**src/rtl/decode_pkg.sv**
```systemverilog
// constants and types shared by the prefix and opcode field decoder
// Notes on behaviour
// - prefixes accepted in any order; the last segment override wins
// - 26h/2Eh/36h override segment to ES, CS, SS
// - 3Eh/64h/65h override segment to DS, FS, GS
// - 66h inverts default operand size
// - 67h inverts default address size
// - F0h asserts bus lock during execution
// - F2h/F3h repeat following string instruction
// - opcode one or two bytes; modrm refines group
// - opcode 80h is immediate group, modrm selects
// - register selector from opcode low bits or modrm
// - width bit: 0 byte, 1 word or dword
// - direction bit picks source and destination
// - sign-extend set: 8-bit immediate, extended
// - sign-extend clear: immediate equals operand size
// - bits 5:3 select special register in mov
// - control registers valid: 0, 2, 3, 4
// - debug 0-3,6,7 valid; test 3-7 valid
// - over 15 bytes raises protection fault, code 0
package decode_pkg;
  localparam logic [7:0] pfx_es = 8'h26; // extra segment override
  localparam logic [7:0] pfx_cs = 8'h2e; // code segment override
  localparam logic [7:0] pfx_ss = 8'h36; // stack segment override
  localparam logic [7:0] pfx_ds = 8'h3e; // data segment override
  localparam logic [7:0] pfx_fs = 8'h64; // f segment override
  localparam logic [7:0] pfx_gs = 8'h65; // g segment override
  localparam logic [7:0] pfx_opsize = 8'h66; // operand size inversion
  localparam logic [7:0] pfx_adsize = 8'h67; // address size inversion
  localparam logic [7:0] pfx_lock = 8'hf0; // bus lock
  localparam logic [7:0] repeat_while_unequal_prefix = 8'hf2; // repeat while not equal
  localparam logic [7:0] repeat_while_equal_prefix = 8'hf3; // repeat or repeat while equal
  localparam logic [7:0] escape_byte = 8'h0f; // two-byte opcode escape
  localparam logic [7:0] op_imm_group = 8'h80; // immediate group opcode
  localparam logic [7:0] op_mov_from_cr = 8'h20; // second byte, mov from control
  localparam logic [7:0] op_mov_from_dr = 8'h21; // second byte, mov from debug
  localparam logic [7:0] op_mov_to_cr = 8'h22; // second byte, mov to control
  localparam logic [7:0] op_mov_to_dr = 8'h23; // second byte, mov to debug
  localparam logic [7:0] op_mov_from_tr = 8'h24; // second byte, mov from test
  localparam logic [7:0] op_mov_to_tr = 8'h26; // second byte, mov to test
  localparam logic [7:0] ctrl_valid_mask = 8'h1d; // selectors 0,2,3,4
  localparam logic [7:0] dbg_valid_mask = 8'hcf; // selectors 0-3,6,7
  localparam logic [7:0] test_valid_mask = 8'hf8; // selectors 3-7
  localparam int max_insn_len = 15; // longest legal instruction in bytes
  localparam int w_bit = 0; // operand width bit position
  localparam int d_bit = 1; // direction bit position
  localparam int s_bit = 1; // sign-extend bit position
  localparam int sel_hi = 5; // selector field upper bit
  localparam int sel_lo = 3; // selector field lower bit
  localparam int sel_w = 3; // selector field width
  localparam logic [1:0] size_8 = 2'h0; // 8-bit code
  localparam logic [1:0] size_16 = 2'h1; // 16-bit code
  localparam logic [1:0] size_32 = 2'h2; // 32-bit code
  typedef enum logic [2:0] {
    seg_default = 3'h0,
    seg_es = 3'h1,
    seg_cs = 3'h2,
    seg_ss = 3'h3,
    seg_ds = 3'h4,
    seg_fs = 3'h5,
    seg_gs = 3'h6
  } seg_type;
  typedef enum logic [1:0] {
    sreg_none = 2'h0,
    sreg_ctrl = 2'h1,
    sreg_dbg = 2'h2,
    sreg_test = 2'h3
  } sreg_type;
  typedef enum logic [1:0] {
    st_prefix = 2'h0,
    st_second = 2'h1,
    st_modrm = 2'h2
  } state_type;
endpackage

```
**src/rtl/prefix_classifier.sv**
```systemverilog
// combinational classifier for one candidate prefix byte
`timescale 1ns/1ps
module prefix_classifier (
  input wire logic [7:0] byte_in, // byte under test
  output logic is_prefix, // byte is any prefix
  output decode_pkg::seg_type seg, // segment named, default if none
  output logic opsize, // operand size inversion
  output logic adsize, // address size inversion
  output logic lock, // bus lock prefix
  output logic rep_ne, // repeat while unequal
  output logic rep_e // repeat while equal
);
  import decode_pkg::*;
  // one flat compare per encoding
  always_comb begin
    seg = seg_default;
    unique case (byte_in)
      pfx_es: seg = seg_es;
      pfx_cs: seg = seg_cs;
      pfx_ss: seg = seg_ss;
      pfx_ds: seg = seg_ds;
      pfx_fs: seg = seg_fs;
      pfx_gs: seg = seg_gs;
      default: seg = seg_default;
    endcase
    opsize = (byte_in == pfx_opsize);
    adsize = (byte_in == pfx_adsize);
    lock = (byte_in == pfx_lock);
    rep_ne = (byte_in == repeat_while_unequal_prefix);
    rep_e = (byte_in == repeat_while_equal_prefix);
    is_prefix = (seg != seg_default) | opsize | adsize | lock | rep_ne | rep_e;
  end
endmodule

```
**src/rtl/special_reg_check.sv**
```systemverilog
// validity check of the special-register selector per register type
`timescale 1ns/1ps
module special_reg_check (
  input wire decode_pkg::sreg_type kind, // addressed register type
  input wire logic [2:0] sel, // selector bits
  output logic valid // selector legal for the type
);
  import decode_pkg::*;
  // masks hold one bit per legal selector value
  always_comb begin
    unique case (kind)
      sreg_ctrl: valid = ctrl_valid_mask[sel];
      sreg_dbg: valid = dbg_valid_mask[sel];
      sreg_test: valid = test_valid_mask[sel];
      sreg_none: valid = 1'b1;
    endcase
  end
endmodule

```
**src/rtl/insn_front_decoder.sv**
```systemverilog
// prefix and opcode field decoder between prefetch and execution
`timescale 1ns/1ps
module insn_front_decoder (
  input wire logic mclk, // core clock
  input wire logic sys_rst, // async reset, high
  input wire logic byte_valid, // prefetch offers a byte
  input wire logic [7:0] byte_data, // offered byte
  output logic byte_ready, // decoder takes the byte
  input wire logic default_32, // code segment default size is 32
  input wire logic exec_busy, // pipeline still executing last insn
  input wire logic exec_done, // pipeline retires the held insn
  input wire logic string_op, // held opcode is a string instruction
  input wire logic elem_left, // string elements remain
  output logic dec_valid, // decoded fields stand
  output logic [7:0] opcode, // last opcode byte
  output logic two_byte, // opcode had the escape
  output logic [7:0] modrm, // mod r/m byte
  output decode_pkg::seg_type seg_sel, // segment override
  output logic op32, // operand size is 32 (else 16)
  output logic addr32, // address size is 32
  output logic [1:0] opnd_size, // operand width code
  output logic [1:0] imm_size, // immediate field width code
  output logic imm_sext, // immediate sign-extended
  output logic reg_is_dest, // register selector is destination
  output logic [2:0] reg_sel, // general register selector
  output logic [2:0] group_op, // group operation from mod r/m
  output logic imm_group, // opcode is immediate group
  output decode_pkg::sreg_type sreg_kind, // special register type
  output logic [2:0] sreg_sel, // special register selector
  output logic bus_lock, // bus lock while executing
  output logic rep_ne, // repeat while unequal active
  output logic rep_e, // repeat while equal active
  output logic repeat_again, // string insn runs another element
  output logic invalid_op, // invalid opcode fault pulse
  output logic gp_fault, // protection fault pulse
  output logic [15:0] gp_err_code // fault error code
);
  import decode_pkg::*;
  // four bits reach the length limit before any wrap can hide an overflow
  localparam int len_w = 4; // length counter width
  localparam logic [len_w-1:0] len_limit = len_w'(max_insn_len); // most bytes allowed

  // instruction state; retire, fault or a bad selector clears the count, override, prefix and escape flags
  state_type state, next_state; // byte position in instruction
  logic [len_w-1:0] len, next_len; // bytes taken so far
  seg_type seg, next_seg; // accumulated override
  logic f_op, next_f_op; // operand size prefix seen
  logic f_ad, next_f_ad; // address size prefix seen
  logic f_lk, next_f_lk; // lock prefix seen
  logic f_rn, next_f_rn; // repeat while unequal seen
  logic f_re, next_f_re; // repeat while equal seen
  logic esc, next_esc; // escape byte seen
  logic [7:0] opc, next_opc; // opcode byte
  logic hold, next_hold; // decoded result held
  logic [7:0] out_modrm, next_out_modrm; // captured mod r/m
  logic lock_run, next_lock_run; // lock during execution
  logic inv, next_inv; // invalid opcode pulse
  logic gpf, next_gpf; // protection fault pulse

  // combinational helpers, meaningful in the cycle of a take; kind_now and need_modrm also while held
  logic c_pfx, c_op, c_ad, c_lk, c_rn, c_re; // classifier outs
  seg_type c_seg; // classifier segment
  logic sel_ok; // selector legal
  logic take; // byte taken this cycle
  logic need_modrm; // opcode carries mod r/m
  sreg_type kind_now; // special type of current opcode
  logic over_len; // byte would exceed the limit

  // the classifier sees the raw offered byte, so a prefix costs no extra cycle
  prefix_classifier u_pfx (
    .byte_in(byte_data),
    .is_prefix(c_pfx),
    .seg(c_seg),
    .opsize(c_op),
    .adsize(c_ad),
    .lock(c_lk),
    .rep_ne(c_rn),
    .rep_e(c_re)
  );

  // the special-register type follows from the two-byte opcode
  // any other escaped opcode is treated as an ordinary two-byte instruction
  always_comb begin
    kind_now = sreg_none;
    if (esc) begin
      unique case (opc)
        op_mov_from_cr, op_mov_to_cr: kind_now = sreg_ctrl;
        op_mov_from_dr, op_mov_to_dr: kind_now = sreg_dbg;
        op_mov_from_tr, op_mov_to_tr: kind_now = sreg_test;
        default: kind_now = sreg_none;
      endcase
    end
  end

  // the selector is judged on the byte in the mod r/m slot, before it is held,
  // so an illegal move never reaches the pipeline
  special_reg_check u_chk (
    .kind(kind_now),
    .sel(byte_data[sel_hi:sel_lo]),
    .valid(sel_ok)
  );

  // a new instruction waits until the last decode is consumed
  assign byte_ready = !hold;
  assign take = byte_valid && byte_ready;
  assign over_len = (len == len_limit);
  // limitation: displacement, s-i-b and immediate bytes are left to the pipeline
  // simplified: escaped special-register moves, 00-3f forms with bit 2 clear and 80-8f use mod r/m
  assign need_modrm = esc ? (kind_now != sreg_none) : (!opc[7] ? !opc[2] && !opc[6] : opc[7:4] == 4'h8);

  // byte walk: prefixes, optional escape byte, opcode, then the mod r/m slot byte
  always_comb begin
    next_state = state;
    next_len = len;
    next_seg = seg;
    next_f_op = f_op;
    next_f_ad = f_ad;
    next_f_lk = f_lk;
    next_f_rn = f_rn;
    next_f_re = f_re;
    next_esc = esc;
    next_opc = opc;
    next_hold = hold;
    next_out_modrm = out_modrm;
    next_inv = 1'b0;
    next_gpf = 1'b0;
    // retire clears the prefix state unless a string repeat keeps the decode
    if (hold && exec_done && !(string_op && (f_rn || f_re) && elem_left)) begin
      next_hold = 1'b0;
      next_len = '0;
      next_seg = seg_default;
      {next_f_op, next_f_ad, next_f_lk, next_f_rn, next_f_re, next_esc} = '0;
    end
    // the length check wins over decoding, so an overlong byte never decodes
    if (take) begin
      next_len = len + 1'b1;
      if (over_len) begin
        next_gpf = 1'b1;
        next_state = st_prefix;
        next_len = '0;
        next_seg = seg_default;
        {next_f_op, next_f_ad, next_f_lk, next_f_rn, next_f_re, next_esc} = '0;
      end else begin
        unique case (state)
          st_prefix: begin
            if (c_pfx) begin
              // flags only accumulate; the last segment override wins
              if (c_seg != seg_default) next_seg = c_seg;
              next_f_op = f_op | c_op;
              next_f_ad = f_ad | c_ad;
              next_f_lk = f_lk | c_lk;
              next_f_rn = f_rn | c_rn;
              next_f_re = f_re | c_re;
            end else if (byte_data == escape_byte) begin
              next_esc = 1'b1;
              next_state = st_second;
            end else begin
              next_opc = byte_data;
              next_state = st_modrm;
            end
          end
          st_second: begin
            next_opc = byte_data;
            next_state = st_modrm;
          end
          st_modrm: begin
            // opcode without mod r/m: this byte is still consumed and dropped
            next_out_modrm = need_modrm ? byte_data : 8'h00;
            next_inv = need_modrm && !sel_ok;
            next_hold = !(need_modrm && !sel_ok);
            next_state = st_prefix;
            if (need_modrm && !sel_ok) begin
              next_len = '0;
              next_seg = seg_default;
              {next_f_op, next_f_ad, next_f_lk, next_f_rn, next_f_re, next_esc} = '0;
            end
          end
          default: next_state = st_prefix;
        endcase
      end
    end
  end

  // bus lock spans the held instruction's execution
  // registered, so the lock pin cannot glitch while exec_busy settles
  always_comb begin
    next_lock_run = hold && f_lk && exec_busy;
  end

  // one register bank for all state; next values come from the processes above
  // reset loads constants only
  always_ff @(posedge mclk or posedge sys_rst) begin
    if (sys_rst) begin
      state <= st_prefix;
      len <= '0;
      seg <= seg_default;
      {f_op, f_ad, f_lk, f_rn, f_re, esc} <= '0;
      opc <= 8'h00;
      hold <= 1'b0;
      out_modrm <= 8'h00;
      lock_run <= 1'b0;
      inv <= 1'b0;
      gpf <= 1'b0;
    end else begin
      state <= next_state;
      len <= next_len;
      seg <= next_seg;
      {f_op, f_ad, f_lk, f_rn, f_re, esc} <= {next_f_op, next_f_ad, next_f_lk, next_f_rn, next_f_re, next_esc};
      opc <= next_opc;
      hold <= next_hold;
      out_modrm <= next_out_modrm;
      lock_run <= next_lock_run;
      inv <= next_inv;
      gpf <= next_gpf;
    end
  end

  // field extraction from held opcode and mod r/m
  // all fields derive from held registers, so they stand as long as dec_valid
  // op32, addr32, opnd_size and imm_size also follow default_32, which must not change mid-decode
  always_comb begin
    op32 = default_32 ^ f_op;
    addr32 = default_32 ^ f_ad;
    opnd_size = !opc[w_bit] ? size_8 : (op32 ? size_32 : size_16);
    imm_group = !esc && (opc[7:2] == op_imm_group[7:2]);
    imm_sext = imm_group && opc[s_bit];
    imm_size = imm_sext ? size_8 : opnd_size;
    reg_is_dest = opc[d_bit] && !imm_group;
    reg_sel = need_modrm ? out_modrm[sel_hi:sel_lo] : opc[2:0];
    group_op = out_modrm[sel_hi:sel_lo];
    sreg_kind = kind_now;
    sreg_sel = out_modrm[sel_hi:sel_lo];
  end

  // outputs come straight from registers, except the repeat_again pulse and the constant gp_err_code
  assign dec_valid = hold;
  assign opcode = opc;
  assign two_byte = esc;
  assign modrm = out_modrm;
  assign seg_sel = seg;
  assign bus_lock = lock_run;
  assign rep_ne = f_rn;
  assign rep_e = f_re;
  // a repeat answers exec_done without dropping the decode
  assign repeat_again = hold && exec_done && string_op && (f_rn || f_re) && elem_left;
  assign invalid_op = inv;
  assign gp_fault = gpf;
  assign gp_err_code = 16'h0000;

  // checks; pulses stand one cycle, one edge after the offending byte
  // the selector checks skip an overlong byte, where the length fault wins
  a_len_fault: assert property (@(posedge mclk) disable iff (sys_rst)
    (take && len == len_limit) |=> gp_fault && gp_err_code == 16'h0000)
    else $error("length overflow did not fault");
  a_ctrl_sel: assert property (@(posedge mclk) disable iff (sys_rst)
    (take && !over_len && state == st_modrm && kind_now == sreg_ctrl && byte_data[sel_hi:sel_lo] == 3'h1)
    |=> invalid_op)
    else $error("bad control selector accepted");
  a_test_sel: assert property (@(posedge mclk) disable iff (sys_rst)
    (take && !over_len && state == st_modrm && kind_now == sreg_test && byte_data[sel_hi:sel_lo] < 3'h3)
    |=> invalid_op && !dec_valid)
    else $error("bad test selector accepted");
  a_lock_exec: assert property (@(posedge mclk) disable iff (sys_rst)
    (hold && f_lk && exec_busy) |=> bus_lock)
    else $error("lock not driven during execution");
  a_op_size: assert property (@(posedge mclk) disable iff (sys_rst)
    (dec_valid && opc[w_bit] && f_op && !default_32) |-> opnd_size == size_32)
    else $error("operand size not inverted");
  a_addr_size: assert property (@(posedge mclk) disable iff (sys_rst)
    dec_valid |-> addr32 == (default_32 != f_ad))
    else $error("address size wrong");
  a_sext_imm: assert property (@(posedge mclk) disable iff (sys_rst)
    (dec_valid && imm_group && opc[s_bit]) |-> imm_size == size_8 && imm_sext)
    else $error("sign-extended immediate not 8 bits");
  a_imm_width: assert property (@(posedge mclk) disable iff (sys_rst)
    (dec_valid && !imm_sext) |-> imm_size == opnd_size)
    else $error("immediate width differs from operand size");
  a_seg_keep: assert property (@(posedge mclk) disable iff (sys_rst)
    (take && state == st_prefix && byte_data == pfx_cs && !over_len) |=> seg_sel == seg_cs)
    else $error("code segment override lost");
  a_repeat_hold: assert property (@(posedge mclk) disable iff (sys_rst)
    repeat_again |=> dec_valid && $stable(opcode))
    else $error("repeat dropped instruction");
  // selector, length, lock and register source checks
  a_dbg_sel: assert property (@(posedge mclk) disable iff (sys_rst)
    (take && !over_len && state == st_modrm && kind_now == sreg_dbg && byte_data[sel_hi:sel_lo] inside {3'h4, 3'h5})
    |=> invalid_op && !dec_valid)
    else $error("bad debug selector accepted");
  a_ctrl_ok: assert property (@(posedge mclk) disable iff (sys_rst)
    (take && !over_len && state == st_modrm && kind_now == sreg_ctrl && byte_data[sel_hi:sel_lo] == 3'h4)
    |=> dec_valid && !invalid_op)
    else $error("good control selector refused");
  a_len_quiet: assert property (@(posedge mclk) disable iff (sys_rst)
    (take && !over_len) |=> !gp_fault)
    else $error("fault without length overflow");
  a_lock_idle: assert property (@(posedge mclk) disable iff (sys_rst)
    !hold |=> !bus_lock)
    else $error("lock outside execution");
  a_modrm_reg: assert property (@(posedge mclk) disable iff (sys_rst)
    (take && !over_len && state == st_modrm && need_modrm && sel_ok)
    |=> reg_sel == $past(byte_data[sel_hi:sel_lo]))
    else $error("register selector not from mod r/m");
  // main scenarios the bench must reach
  c_prefixed: cover property (@(posedge mclk) disable iff (sys_rst) dec_valid && f_op && f_lk);
  c_two_byte: cover property (@(posedge mclk) disable iff (sys_rst) dec_valid && esc);
  c_fault: cover property (@(posedge mclk) disable iff (sys_rst) gp_fault);
  c_invalid: cover property (@(posedge mclk) disable iff (sys_rst) invalid_op);
  c_repeat: cover property (@(posedge mclk) disable iff (sys_rst) repeat_again);
endmodule

```
**config.mk**
```make
export PLATFORM = sky130hd
export DESIGN_NAME = insn_front_decoder
export DESIGN_NICKNAME = d
export VERILOG_FILES = /design/src/rtl/decode_pkg.sv /design/src/rtl/prefix_classifier.sv /design/src/rtl/special_reg_check.sv /design/src/rtl/insn_front_decoder.sv
export SDC_FILE = /design/constraint.sdc
export NUM_CORES = 1
export LEC_CHECK = 0
export BUFFER_PORTS_ARGS = -buffer_cell sky130_fd_sc_hd__clkbuf_2
export CORE_MARGIN = 8
export CORE_UTILIZATION = 49
export DETAILED_ROUTE_END_ITERATION = 8
export GPL_TIMING_DRIVEN = 0
export PLACE_DENSITY = 0.8
export SLEW_MARGIN = 20
export SYNTH_ARGS = -nofsm -noshare
export SYNTH_HDL_FRONTEND = slang
export SYNTH_HIERARCHICAL = 1
export SYNTH_SLANG_ARGS = --single-unit
```
**constraint.sdc**
```tcl
create_clock -name mclk -period 2.7 [get_ports mclk]
set_input_delay 0.27 -clock mclk [delete_from_list [all_inputs] [get_ports mclk]]
set_output_delay 0.27 -clock mclk [all_outputs]
set_load 0.02 [all_outputs]
```
==> impl_metrics.env <==
export IMPL_syn_inst=220
export IMPL_rrSetupSlack_ps=170
export IMPL_layout_commonest_cell="clkbuf_2"
export IMPL_drt_iter0_drc=127
export IMPL_first_global_vias=1749
export IMPL_power_density_nw_per_um2=948
export IMPL_routed_wl_mm=5.26
export IMPL_crit_chain="nor2_2, nand4_4, nor2_4, and3b_1, a311o_1, a21oi_4, nor4_1, o21ai_0, o41ai_2, o22ai_1, a22o_1"
export IMPL_drv_cap=0
export IMPL_n_fill_cell=371
export IMPL_numCtsBuffers=5
export IMPL_wire_per_inst_um=14.7
export IMPL_start_util=0.497
export IMPL_ys_seq_area_frac=0.413
export IMPL_dieWidth_um=81.8
export IMPL_place_inst=350
export IMPL_synth_avg_cell_area_sq_um=9.63
export IMPL_dp_slack_ps=54.3
export IMPL_drc=0
export IMPL_overflow=0
export IMPL_cts_tree="done"
export IMPL_worstSetupPathType="reg2reg"
export IMPL_ant_nets=0
export IMPL_worstMarginPinSlew_ps=716
export IMPL_min_period_over_period=0.938
export IMPL_ys_top_cells_by_area="dfrtp_1 (41%), buf_4 (7.8%), a22o_1 (4.5%)"
export IMPL_track_usage=0.155
export IMPL_synth_largest_area_cell="dfrtp_1"
export IMPL_rr_worst_depth=11
export IMPL_grt_pass1_wl_mm=8.20
export IMPL_synth_enable_flop_cells=0
export IMPL_r2r_end="seg_sel[0]"
export IMPL_synth_cell_types=57
export IMPL_io_pins=80
export IMPL_core_area_sq_um=4260
export IMPL_slew_headroom=0.522
export IMPL_gp_congestion=0.823
export IMPL_p_seq_frac=0.347
export IMPL_finalHoldViolations=0
export IMPL_antenna_found_initial=0
export IMPL_clk_path_buf_depth=2
export IMPL_start_kind="flip-flop"
export IMPL_dp_hpwl_mm=4.05
export IMPL_row_count=24
export IMPL_final_cell_mix="clkbuf_2 (63), dfrtp_1 (34), buf_4 (22), nand2_1 (20), nor2_1 (19)"
export IMPL_hold_slack_ps=79.2
export IMPL_die_area_sq_um=6680
export IMPL_timing_final_ws_setup_ps=166
export IMPL_status="finished, final reports clean"
export IMPL_hold_buffers=0
export IMPL_finClkSkew_ps=9.83
export IMPL_r2r_start="opcode[6]"
export IMPL_areaGrowthSynthToFinish_pct=26.0
export IMPL_holdCritPathClass="in2async"
export IMPL_nNetsFinal=322
export IMPL_timing_critical_path_buf_inv=0
export IMPL_cts_htree_levels=2
export IMPL_netlist_area_leader_share=0.413
export IMPL_synthArstFlopShare=1.00
export IMPL_utilization=0.626
export IMPL_fmax_mhz=395
export IMPL_ys_flop_type="dfrtp_1"
export IMPL_vias_per_cell=5.32
export IMPL_p_sw_frac=0.457
export IMPL_drtPass1Iterations=4
export IMPL_cp_slowest_cell="dfrtp_2"
export IMPL_p_leak_nw=1.38
export IMPL_syn_cell_area_sq_um=2120
export IMPL_dieHeight_um=81.8
export IMPL_vdd_ir_drop_max_uv=444
export IMPL_clkLatencyLatePin_ps=290
export IMPL_p_clk_frac=0.150
export IMPL_grt_max_degree=36
export IMPL_p_int_w=0.00137
export IMPL_period_minus_slack_ps=2530
export IMPL_rsz0062_at_grt="no"
export IMPL_cp_data_arrival_time_ps=2760
export IMPL_root_buffer="clkbuf_8"
export IMPL_n_antenna_cell=0
export IMPL_slowest_delay_ps=460
export IMPL_synth_seq_cells=35
export IMPL_cp_top_family="compound AO/OA/AOI/OAI gates"
export IMPL_end_kind="flip-flop"
export IMPL_port_buffer_count=63
export IMPL_clock_sinks=35
export IMPL_ys_warn_count=6
export IMPL_final_cell_count_no_fill=357
export IMPL_power_switching_w=0.00116
export IMPL_drv_slew=0
export IMPL_comb_power_share=0.502
export IMPL_vias=1900
export IMPL_tns_ps=0
export IMPL_clk_pin_slew_worst_paths_ps=70
export IMPL_critPathRequiredTime_ps=2930
export IMPL_setup_viol=0
export IMPL_worst_path_max_fanout=7
export IMPL_layout_drive_gt1_share=0.390
==> layer usage <==
metal,track usage,up-vias,part of all wire
met1,0.199,888,0.45
met2,0.238,86,0.44
met3,0.0492,5,0.11
met4,0.0579,0,0.0086
met5,0,-,0
li1,-,921,-
==> per-stage QoR <==
| step | area [sq um] | power, W |
|---|---|---|
| 2_1_floorplan | 2180 | 0.00174 |
| 3_3_place_gp | 2560 | 0.00212 |
| 3_5_place_dp | 2560 | 0.00215 |
| 4_1_cts | 2650 | 0.00253 |
| 5_1_grt | 2670 | 0.00270 |
| 6_report | 2670 | 0.00253 |
==> cells by family after synthesis <==
group                      after synthesis  share of synthesized area
DFF                                     35                      0.413
AOI/OAI and AO/OA                       49                      0.186
xor gates and xnor gates                 5                     0.0207
buffers and inverters                   34                      0.100
adders and majority gates                1                    0.00591
other                                    1                    0.00177
and+or+nand+nor                         88                      0.235
muxes                                    7                     0.0366
==> power by group through the flow <==
stage                     sequential (W)  combinational, W  clock [W]
after floorplan                  0.00100          0.000732          0
after global routing            0.000911           0.00138   0.000414
final                           0.000879           0.00127   0.000380
after global placement          0.000872           0.00124          0
after CTS                       0.000870           0.00127   0.000392
after detailed placement        0.000879           0.00127          0
==> what timing repair did <==
action / in CTS / in global routing
setup endpoints to repair: 0 / 13
resized for setup: 0 / 6
buffers inserted: 0 / 0
==> synthesized netlist by cell type, types with 2 or more instances <==
library cell and number:
a21oi_1 7, a22o_1 11, a2bb2oi_1 2, a32oi_1 2, and2_1 4, and3_1 2, buf_2 2, buf_4 22
dfrtp_1 35, inv_1 8, mux2_2 6, nand2_1 20, nand2b_1 4, nand3_1 4, nor2_1 20, nor2_2 3
nor2b_1 5, nor3_1 10, nor3b_1 2, nor4_1 2, o211ai_1 3, o21ai_0 6, o21ai_1 2, o22ai_1 2
xor2_1 4
==> sequential cells by signal, indices dropped and copies added (netlist names) <==
name / cells
modrm: 8
opcode: 8
len: 4
seg_sel: 3
state: 2
bus_lock: 1
dec_valid: 1
f_ad: 1
f_lk: 1
f_op: 1
gp_fault: 1
invalid_op: 1
rep_e: 1
rep_ne: 1
two_byte: 1
==> worst max-delay path by stage <==
stage | from | to | slack [ps] | cells after the start
final | opcode[6] | seg_sel[0] | 170 | 11
after CTS | opcode[6] | f_lk | 10 | 11
after global routing | opcode[6] | f_op | 10 | 11
after detailed placement | opcode[6] | rep_e | 50 | 11
after global placement | opcode[6] | f_ad | 80 | 11
after floorplan | opcode[6] | f_ad | 80 | 11
==> worst reg2reg max path: stages (launching register included) <==
cell	delay [ps]
dfrtp_2	460
nor2_2	160
nand4_4	170
nor2_4	160
and3b_1	190
a311o_1	310
a21oi_4	200
nor4_1	60
o21ai_0	130
o41ai_2	120
o22ai_1	310
a22o_1	200
==> cell type report <==
type	instances	area, sq um	area share
Tap cell	52	65.1	0.0244
Sequential cell	35	877	0.329
Buffer	25	179	0.0670
Timing Repair Buffer	63	315	0.118
Clock inverter	1	5.00	0.00188
Inverter	9	33.8	0.0127
Multi-Input combinational cell	166	1110	0.416
Clock buffer	6	82.6	0.0309
(Power assumes the default switching activity.)
